### config.mk
export PLATFORM = sky130hd
export DESIGN_NAME = mem_pwr_ctrl
export DESIGN_NICKNAME = d
export VERILOG_FILES = /design/src/mem_pwr_pkg.sv /design/src/refresh_sched.sv /design/src/mem_pwr_ctrl.sv
export VERILOG_INCLUDE_DIRS = /design/src
export SDC_FILE = /design/constraint.sdc
export NUM_CORES = 1
export LEC_CHECK = 0
export ABC_CLOCK_PERIOD_IN_PS = 3870
export BUFFER_PORTS_ARGS = -buffer_cell sky130_fd_sc_hd__buf_2
export CAP_MARGIN = 20
export CORE_MARGIN = 2
export CORE_UTILIZATION = 50
export DETAILED_ROUTE_END_ITERATION = 16
export PLACE_DENSITY_LB_ADDON = 0.25
export SYNTH_ARGS = -nofsm -noshare
export SYNTH_HDL_FRONTEND = slang
export SYNTH_HIERARCHICAL = 1
export SYNTH_SLANG_ARGS = --single-unit
### constraint.sdc
create_clock -name sys_clk -period 3.87 [get_ports sys_clk]
set_clock_uncertainty 0.05 [all_clocks]
set_input_delay 0.387 -clock sys_clk [delete_from_list [all_inputs] [get_ports sys_clk]]
set_output_delay 0.387 -clock sys_clk [all_outputs]
set_load 0.02 [all_outputs]
### src/mem_pwr_map.svh
/*
 * Constants of the memory power and configuration block: timing figures
 * in their own units, cycle counts derived from them, and decode bases.
 * Assumes the system clock period given below.
 */
`ifndef MEM_PWR_MAP_SVH
`define MEM_PWR_MAP_SVH

`define CLK_PERIOD_NS    10
`define DLL_LOCK_NS      2000
`define SR_EXIT_NS       1400
`define PD_EXIT_NS       30
// Least times round up to whole cycles.
`define DLL_LOCK_CYC     12'((`DLL_LOCK_NS + `CLK_PERIOD_NS - 1) / `CLK_PERIOD_NS)
`define SR_EXIT_CYC      12'((`SR_EXIT_NS + `CLK_PERIOD_NS - 1) / `CLK_PERIOD_NS)
`define PD_EXIT_CYC      12'((`PD_EXIT_NS + `CLK_PERIOD_NS - 1) / `CLK_PERIOD_NS)
`define NARROW_16        1'h1
`define PAGE_BASE_WORDS  12'h100
`define TIMING_RST       32'h0000_0000

`endif

### src/mem_pwr_pkg.sv
/*
 * Types shared by the memory power and configuration block.
 * Assumes nothing of its surroundings.
 */
`default_nettype none

package mem_pwr_pkg;

    typedef enum logic [2:0] {
        ST_ACTIVE, ST_DRAIN, ST_SELF_REF, ST_CLK_STOP,
        ST_RELOCK, ST_EXIT, ST_POWER_DOWN
    } pm_state_t;

    typedef struct packed {
        logic       narrow_bus_select;
        logic [2:0] cas_latency_field;
        logic [2:0] internal_bank_count;
        logic [2:0] column_width_select;
    } cfg_in_t;

    typedef struct packed {
        logic        bus16;
        logic [2:0]  cas_cycles;
        logic [3:0]  bank_count;
        logic [11:0] page_words;
    } cfg_out_t;

endpackage : mem_pwr_pkg

`default_nettype wire

### src/refresh_sched.sv
/*
 * Periodic refresh timer with a backlog count of refreshes still owed.
 * Assumes one memory clock cycle per sys_clk cycle and that the caller
 * pulses done once per refresh issued.
 */
`default_nettype none

module refresh_sched
    import mem_pwr_pkg::*;
#(
    parameter int RR_W        = 13,
    parameter int BL_W        = 4,
    parameter int BACKLOG_MAX = 8
) (
    input  wire logic            sys_clk,
    input  wire logic            nrst,
    input  wire logic            run,
    input  wire logic [RR_W-1:0] interval,
    input  wire logic            done,
    output logic      [BL_W-1:0] backlog
);

    logic [RR_W-1:0] cnt_r;
    logic [BL_W-1:0] backlog_r;
    logic            due;

    if (BACKLOG_MAX < 1 || BACKLOG_MAX >= 2 ** BL_W) begin : g_bad_cfg
        $error("refresh_sched: BACKLOG_MAX does not fit BL_W");
    end

    // An interval of zero stops the timer rather than refreshing nonstop.
    assign due = run && (interval != '0) && (cnt_r >= interval - RR_W'(1));
    assign backlog = backlog_r;

    // Interval counter; cleared while the memory refreshes itself.
    always_ff @(posedge sys_clk or negedge nrst) begin
        if (!nrst) begin
            cnt_r <= '0;
        end else if (!run || due) begin
            cnt_r <= '0;
        end else begin
            cnt_r <= cnt_r + RR_W'(1);
        end
    end

    // Owed refreshes; a new one due in the cycle of a done is kept unless the backlog is at BACKLOG_MAX.
    always_ff @(posedge sys_clk or negedge nrst) begin
        if (!nrst) begin
            backlog_r <= '0;
        end else begin
            unique case ({due && backlog_r < BL_W'(BACKLOG_MAX),
                          done && backlog_r != '0})
                2'b10:   backlog_r <= backlog_r + BL_W'(1);
                2'b01:   backlog_r <= backlog_r - BL_W'(1);
                default: backlog_r <= backlog_r;
            endcase
        end
    end

    a_refresh_due: assert property (@(posedge sys_clk) disable iff (!nrst)
        (due && !done && backlog_r < BL_W'(BACKLOG_MAX))
        |=> backlog_r == $past(backlog_r) + BL_W'(1))
        else $error("refresh falling due did not raise the backlog");

endmodule : refresh_sched

`default_nettype wire

### src/mem_pwr_ctrl.sv
/*
 * Power management, clock stop and configuration decode for the external
 * DDR2/mobile DDR memory controller.
 * Assumes sys_clk is the memory clock domain, that acc_busy comes from
 * the data path on the same clock, and that clocks_gated arrives from
 * the clock controller outside this domain.
 */
`include "mem_pwr_map.svh"
`default_nettype none

module mem_pwr_ctrl
    import mem_pwr_pkg::*;
#(
    parameter int RR_W = 13
) (
    input  wire logic            sys_clk,
    input  wire logic            nrst,
    input  wire logic            low_power_mode_enable,
    input  wire logic            selfrefresh_or_powerdown_select,
    input  wire logic            memory_clock_stop_enable,
    input  wire logic            timing_register_unlock,
    input  wire cfg_in_t         cfg_in,
    input  wire logic [RR_W-1:0] refresh_interval_count,
    input  wire logic            clocks_gated,
    input  wire logic            acc_valid,
    input  wire logic            acc_busy,
    input  wire logic            timing_wr_one,
    input  wire logic            timing_wr_two,
    input  wire logic [31:0]     timing_wdata,
    output logic                 acc_ready,
    output logic                 phy_ready_flag,
    output logic                 memory_phy_clock_en,
    output logic                 cke,
    output logic                 dll_relock,
    output logic                 sr_enter,
    output logic                 sr_exit,
    output logic                 refresh_cmd,
    output cfg_out_t             cfg_out,
    output logic [31:0]          timing_one,
    output logic [31:0]          timing_two,
    output pm_state_t            pm_state
);

    pm_state_t   state_r, state_nxt;
    logic [11:0] cnt_r, cnt_val;
    logic        cnt_load;
    logic        gated_m_r, gated_s_r;
    logic        acc_ready_r, phy_ready_flag_r, phy_clk_en_r, cke_r;
    logic        dll_relock_r, sr_enter_r, sr_exit_r, refresh_cmd_r;
    cfg_out_t    cfg_out_r;
    logic [31:0] timing_one_r, timing_two_r;
    logic [3:0]  backlog;
    logic        ref_pending, ref_run, wake_req, lp_on;

    // Bounds for the wake path checks, in cycles.
    localparam int WAKE_MAX = 600;
    localparam int EXIT_MAX = 300;

    assign lp_on       = low_power_mode_enable;
    assign ref_pending = backlog != 4'h0;
    // Gated input clocks leave nothing to wake on.
    assign wake_req    = acc_valid && !gated_s_r;
    // The memory refreshes itself while in self-refresh, clock stop or DLL relock.
    assign ref_run     = !(state_r inside {ST_SELF_REF, ST_CLK_STOP,
                                            ST_RELOCK});

    // Two-flop synchroniser for the clock controller's gated level.
    always_ff @(posedge sys_clk or negedge nrst) begin
        if (!nrst) begin
            gated_m_r <= 1'b0;
            gated_s_r <= 1'b0;
        end else begin
            gated_m_r <= clocks_gated;
            gated_s_r <= gated_m_r;
        end
    end

    refresh_sched #(
        .RR_W        (RR_W),
        .BL_W        (4),
        .BACKLOG_MAX (8)
    ) u_refresh (
        .sys_clk  (sys_clk),
        .nrst     (nrst),
        .run      (ref_run),
        .interval (refresh_interval_count),
        .done     (refresh_cmd_r),
        .backlog  (backlog)
    );

    // Power state sequencing. Debug halts have no input here, so the
    // sequencer keeps running through them.
    always_comb begin
        state_nxt = state_r;
        cnt_load  = 1'b0;
        cnt_val   = 12'h000;
        unique case (state_r)
            ST_ACTIVE: begin
                // Let a presented access through before draining.
                if (lp_on && !acc_valid) begin
                    state_nxt = ST_DRAIN;
                end
            end
            ST_DRAIN: begin
                if (!lp_on) begin
                    state_nxt = ST_ACTIVE;
                end else if (!acc_busy && !ref_pending && !refresh_cmd_r) begin
                    state_nxt = selfrefresh_or_powerdown_select ?
                                ST_POWER_DOWN : ST_SELF_REF;
                end
            end
            ST_SELF_REF: begin
                if (!lp_on || wake_req) begin
                    state_nxt = ST_EXIT;
                    cnt_load  = 1'b1;
                    cnt_val   = `SR_EXIT_CYC;
                end else if (memory_clock_stop_enable) begin
                    state_nxt = ST_CLK_STOP;
                end
            end
            ST_CLK_STOP: begin
                if (wake_req || !memory_clock_stop_enable) begin
                    state_nxt = ST_RELOCK;
                    cnt_load  = 1'b1;
                    cnt_val   = `DLL_LOCK_CYC;
                end
            end
            ST_RELOCK: begin
                if (cnt_r == 12'h000) begin
                    state_nxt = ST_SELF_REF;
                end
            end
            ST_EXIT: begin
                if (cnt_r == 12'h000) begin
                    state_nxt = ST_ACTIVE;
                end
            end
            ST_POWER_DOWN: begin
                if (!lp_on || !selfrefresh_or_powerdown_select || wake_req) begin
                    state_nxt = ST_EXIT;
                    cnt_load  = 1'b1;
                    cnt_val   = `PD_EXIT_CYC;
                end
            end
        endcase
    end

    // State register.
    always_ff @(posedge sys_clk or negedge nrst) begin
        if (!nrst) begin
            state_r <= ST_ACTIVE;
        end else begin
            state_r <= state_nxt;
        end
    end

    // Wait counter shared by DLL relock and low-power exit.
    always_ff @(posedge sys_clk or negedge nrst) begin
        if (!nrst) begin
            cnt_r <= 12'h000;
        end else if (cnt_load) begin
            cnt_r <= cnt_val;
        end else if (cnt_r != 12'h000) begin
            cnt_r <= cnt_r - 12'h001;
        end
    end

    // Memory-side controls follow the next state so they align with it.
    always_ff @(posedge sys_clk or negedge nrst) begin
        if (!nrst) begin
            phy_clk_en_r     <= 1'b1;
            phy_ready_flag_r <= 1'b1;
            cke_r            <= 1'b1;
            dll_relock_r     <= 1'b0;
            sr_enter_r       <= 1'b0;
            sr_exit_r        <= 1'b0;
        end else begin
            // The clock returns only once the DLL has relocked.
            phy_clk_en_r     <= !(state_nxt inside {ST_CLK_STOP,
                                   ST_RELOCK});
            // Flag drops one cycle after the clock is really off.
            phy_ready_flag_r <= phy_clk_en_r;
            cke_r            <= !(state_nxt inside {ST_SELF_REF,
                                   ST_CLK_STOP, ST_RELOCK, ST_POWER_DOWN});
            dll_relock_r     <= state_nxt == ST_RELOCK;
            sr_enter_r       <= state_r == ST_DRAIN
                                && state_nxt == ST_SELF_REF;
            sr_exit_r        <= state_r == ST_SELF_REF
                                && state_nxt == ST_EXIT;
        end
    end

    // Slave handshake only: requests are taken, no events are raised.
    always_ff @(posedge sys_clk or negedge nrst) begin
        if (!nrst) begin
            acc_ready_r <= 1'b0;
        end else begin
            acc_ready_r <= state_nxt == ST_ACTIVE && !gated_s_r;
        end
    end

    // Owed refreshes go out between accesses, one at a time.
    always_ff @(posedge sys_clk or negedge nrst) begin
        if (!nrst) begin
            refresh_cmd_r <= 1'b0;
        end else begin
            refresh_cmd_r <= ref_pending && !refresh_cmd_r && !acc_busy
                             && state_r inside {ST_ACTIVE, ST_DRAIN};
        end
    end

    // Configuration decode; registered so outputs stay glitch free.
    always_ff @(posedge sys_clk or negedge nrst) begin
        if (!nrst) begin
            cfg_out_r <= '0;
        end else begin
            cfg_out_r.bus16      <= cfg_in.narrow_bus_select
                                    == `NARROW_16;
            cfg_out_r.cas_cycles <= cfg_in.cas_latency_field;
            cfg_out_r.bank_count <= 4'(4'h1
                                    << cfg_in.internal_bank_count[1:0]);
            cfg_out_r.page_words <= 12'(`PAGE_BASE_WORDS
                                    << cfg_in.column_width_select[1:0]);
        end
    end

    // Timing registers accept writes only while unlocked.
    always_ff @(posedge sys_clk or negedge nrst) begin
        if (!nrst) begin
            timing_one_r <= `TIMING_RST;
            timing_two_r <= `TIMING_RST;
        end else if (timing_register_unlock) begin
            if (timing_wr_one) begin
                timing_one_r <= timing_wdata;
            end
            if (timing_wr_two) begin
                timing_two_r <= timing_wdata;
            end
        end
    end

    assign acc_ready           = acc_ready_r;
    assign phy_ready_flag      = phy_ready_flag_r;
    assign memory_phy_clock_en = phy_clk_en_r;
    assign cke                 = cke_r;
    assign dll_relock          = dll_relock_r;
    assign sr_enter            = sr_enter_r;
    assign sr_exit             = sr_exit_r;
    assign refresh_cmd         = refresh_cmd_r;
    assign cfg_out             = cfg_out_r;
    assign timing_one          = timing_one_r;
    assign timing_two          = timing_two_r;
    assign pm_state            = state_r;

    a_gated_no_accept: assert property (@(posedge sys_clk) disable iff (!nrst)
        gated_s_r |=> !acc_ready_r)
        else $error("access accepted while input clocks gated");

    a_drain_waits: assert property (@(posedge sys_clk) disable iff (!nrst)
        (state_r == ST_DRAIN && (acc_busy || ref_pending))
        |=> state_r != ST_SELF_REF)
        else $error("self-refresh entered with work outstanding");

    a_stop_needs_en: assert property (@(posedge sys_clk) disable iff (!nrst)
        $fell(phy_clk_en_r) |-> $past(memory_clock_stop_enable)
        && $past(state_r) == ST_SELF_REF)
        else $error("PHY clock stopped without enable or self-refresh");

    a_ready_flag_low: assert property (@(posedge sys_clk) disable iff (!nrst)
        !phy_clk_en_r |=> !phy_ready_flag_r)
        else $error("ready flag high after PHY clock stopped");

    a_wake_relock: assert property (@(posedge sys_clk) disable iff (!nrst)
        (state_r == ST_CLK_STOP && wake_req)
        |=> dll_relock_r && phy_clk_en_r == 1'b0
        ##[1:WAKE_MAX] (acc_ready_r && phy_clk_en_r && cke_r))
        else $error("access in clock stop was not served in time");

    a_active_running: assert property (@(posedge sys_clk) disable iff (!nrst)
        state_r == ST_ACTIVE |-> cke_r && phy_clk_en_r)
        else $error("active state with memory not fully running");

    a_lp_clear_exit: assert property (@(posedge sys_clk) disable iff (!nrst)
        (state_r == ST_SELF_REF && !lp_on)
        |=> sr_exit_r ##[1:EXIT_MAX] state_r == ST_ACTIVE)
        else $error("self-refresh not left after low power cleared");

    a_timing_lock: assert property (@(posedge sys_clk) disable iff (!nrst)
        !timing_register_unlock
        |=> $stable(timing_one_r) && $stable(timing_two_r))
        else $error("timing register changed while locked");

    a_bus_decode: assert property (@(posedge sys_clk) disable iff (!nrst)
        cfg_in.narrow_bus_select |=> cfg_out_r.bus16)
        else $error("narrow bus select did not give 16-bit bus");

    a_cas_decode: assert property (@(posedge sys_clk) disable iff (!nrst)
        cfg_in.cas_latency_field == 3'h4 |=> cfg_out_r.cas_cycles == 3'h4)
        else $error("CAS field 4 did not give four cycles");

    a_bank_decode: assert property (@(posedge sys_clk) disable iff (!nrst)
        cfg_in.internal_bank_count == 3'h3
        |=> cfg_out_r.bank_count == 4'h8)
        else $error("bank field 3 did not give eight banks");

    a_page_decode: assert property (@(posedge sys_clk) disable iff (!nrst)
        cfg_in.column_width_select == 3'h2
        |=> cfg_out_r.page_words == 12'h400)
        else $error("column select 2 did not give 1024-word page");

endmodule : mem_pwr_ctrl

`default_nettype wire

==> metrics.txt <==
run status=complete, no violations; Final GP Congestion=0.826; grt total ovfl=0; clk_lat worst skew=0.52 ns; Tmin final=3.46 ns; Max-cap violations=0; Post-CTS Setup Repair Bufs=0; Final #Nets=715; Synth area leaders=dfrtp_1 51%, mux2_2 13%, ha_1 4.5%; Finished Layout Cells=781; Port Buf Inserts=150; Max clock buf depth=2; Top delay family on crit path=simple AND/OR/NAND/NOR gates; crit-path cells=buf_2 -> nor4_4 -> nand4_1 -> nor4_1 -> xnor2_1 -> ha_1 -> nand4_1 -> nor4_1 -> nor3_1 -> a211o_2 -> ha_1 -> ha_1 -> a21o_1 -> a21oi_1 -> xnor2_1 -> nor2_1 -> xor2_1; setup TNS=0 ns; Die W=110 microns; max-slew violation count=0; number of fill cells in the layout=878; Arr. time, crit path=3.81 ns; post-route ant nets=0; antenna cell count=0; Worst VDD drop=0.372 mV; Iter 0 DRT Violations=174; Final Setup Violations=0; Avg Cell Area, Syn=12.4 sq um; Sink Count=118; hold_ws=0.0729 ns; Placed Cells=738; Cell Area, Placed=6520 sq um; area delta synth->final=28.4%; CP bufs+invs=1; kind of critical path=input port to register; post-DP HPWL=9.09 mm; drt wl/cell=15.7 microns; Hold Path Class=input port to register; Clk pin slew, worst setup/hold paths=0.06 ns; critical path's most frequent cell=ha_1; leading area contributor after synthesis=dfrtp_1; Async S/R FF share, synth=100%; Die ar.=12100 sq um; CTS tree=built; most common cell after layout, fill and taps aside=buf_2; Vias/cell=5.23; yosys warns=6; flops & latches, synth=118; slew margin rel.=47.7%; Worst EP required=4.22 ns; share of post-route cells with drive strength above 1=44.8%; first drt pass iteration count=4; vias in the first global route=3981; CTS Buf Count=17; core footprint=10900 sq um; chip height=110 microns; io pins=161; pwr/cell area=591 nW/um^2; crit end category=register; post-CTS sizing=0; Critical-path top delay cell=nor4_1; sequential area share after synthesis=52.7%; Leak=0.00343 uW; hold_buf cts=11; CP peak stage delay=0.35 ns; clk root buf=clkbuf_8; unrepaired setup endpoints after global routing=false; routed via count=4082; flop2flop setup slack=0.79 ns; Top FF cell, synth=dfrtp_1; maximum clock frequency=289 MHz; Yosys cell types=69; Tightest Pin Transition=0.785 ns; drt total wl=12.3 mm; initial antenna violation count=0; period utilisation layout=89.3%; post-route cell area=7200 sq um; Syn Std Cell Area=5610 sq um; top-area cell type share of the netlist area=51.3%; most frequent cells in the layout=149 x buf_2, 115 x dfrtp_1, 65 x mux2_2, 23 x nor2_1, 22 x nand2_1; first-pass GRT wire length=19.2 mm; pin count of the biggest net entering global routing=63; FP Rows=38; Final Hold Viols=0; drt drc=0; gr usage total=20.9%; Worst Setup Start Kind=input port; number of flops mapped to enable cells by yosys=0; CP max FO=5; H-tree depth=4; Post-Syn Instances=451; Starting Density=51.5%
-- report_power, final --
group / internal, uW / switching [uW]
Clock: 977 / 526
Sequential: 1470 / 206
Combinational: 458 / 620
Total: 2900 / 1350
-- through the flow --
stage	utilization, %	total power (uW)	setup slack (ns)
after floorplan	-	2420	0.261
after global placement	59.8	2720	0.0463
after detailed placement	59.8	2770	-0.129
after CTS	66.1	4310	0.429
after global routing	66.1	4500	0.154
final	66.1	4260	0.414
-- Yosys cell counts (2+ instances only) --
cell type and n:
nor4_4 2, and2_1 3, buf_1 6, dfrtp_1 115, a21o_1 3, and4_1 3
a21oi_1 8, ha_1 20, or3_1 2, a31oi_1 2, o31ai_1 2, xnor2_1 16
buf_6 2, xor2_1 16, nor4_2 2, nor3_1 8, nor4_1 6, nor3_2 11
buf_2 4, inv_1 15, o2111ai_1 2, buf_4 8, nand4_1 5, mux2i_1 2
nand2b_1 4, dfstp_2 3, nand2_1 22, o21ai_0 10, nor2_1 23, and3_1 4
mux2_2 65, nor2b_1 8, nand3_1 13
-- area by class of cell --
class                      count  area [sq um]  area share [%]
clock buffer                  23           477            6.62
clock inverter                 9           100            1.39
inverter                      16          60.1           0.834
multi-input combinational    304          2490            34.6
sequential                   118          2960            41.1
tap                          140           175            2.43
timing repair buffer         171           938            13.0
-- kinds of logic after synthesis --
family | Yosys count | share of synthesized area [%]
simple gates | 128 | 14.2
mux | 68 | 13.7
flops | 118 | 52.7
compound gates | 47 | 6.29
fa+ha+maj | 21 | 4.82
other cells | 1 | 0.0668
xor+xnor | 32 | 5.00
buf+inv | 36 | 3.30
-- flip-flops by register name, indices dropped and copies added (netlist names), 3 cells and up --
register,flops
timing_one,32
pm_state,3
cfg_out,12
u_refresh/backlog,4
timing_two,32
u_refresh/cnt_r,13
cnt_r,12
-- final timing paths --
check / from / to / depth (start not counted)
min in group asynchronous: nrst / timing_one[23] / 2
min: timing_wdata[8] / timing_one[8] / 2
min reg2reg: gated_m_r / gated_s_r / 0
max: refresh_interval_count[4] / u_refresh/backlog[3] / 17
max in group asynchronous: nrst / memory_phy_clock_en / 3
max reg2reg: u_refresh/cnt_r[4] / u_refresh/backlog[3] / 13
-- layer usage --
metal / track usage, % / wire length, microns / vias up
li1: - / - / 1955
met1: 24.8 / 5110 / 1973
met2: 36.0 / 6180 / 146
met3: 7.53 / 927 / 8
met4: 5.42 / 78 / 0
met5: 0 / 0 / -
-- worst register-to-register path, delay by kind of cell (launching register included) --
| family | cells | cell delay (ns) |
|---|---|---|
| XOR/XNOR | 2 | 0.29 |
| adder cells (fa/ha/maj) | 3 | 0.81 |
| AO/OA/AOI/OAI | 6 | 1.24 |
| flip-flops | 1 | 0.42 |
| AND/OR/NAND/NOR | 2 | 0.18 |
Power figures use the tool's default switching activity.
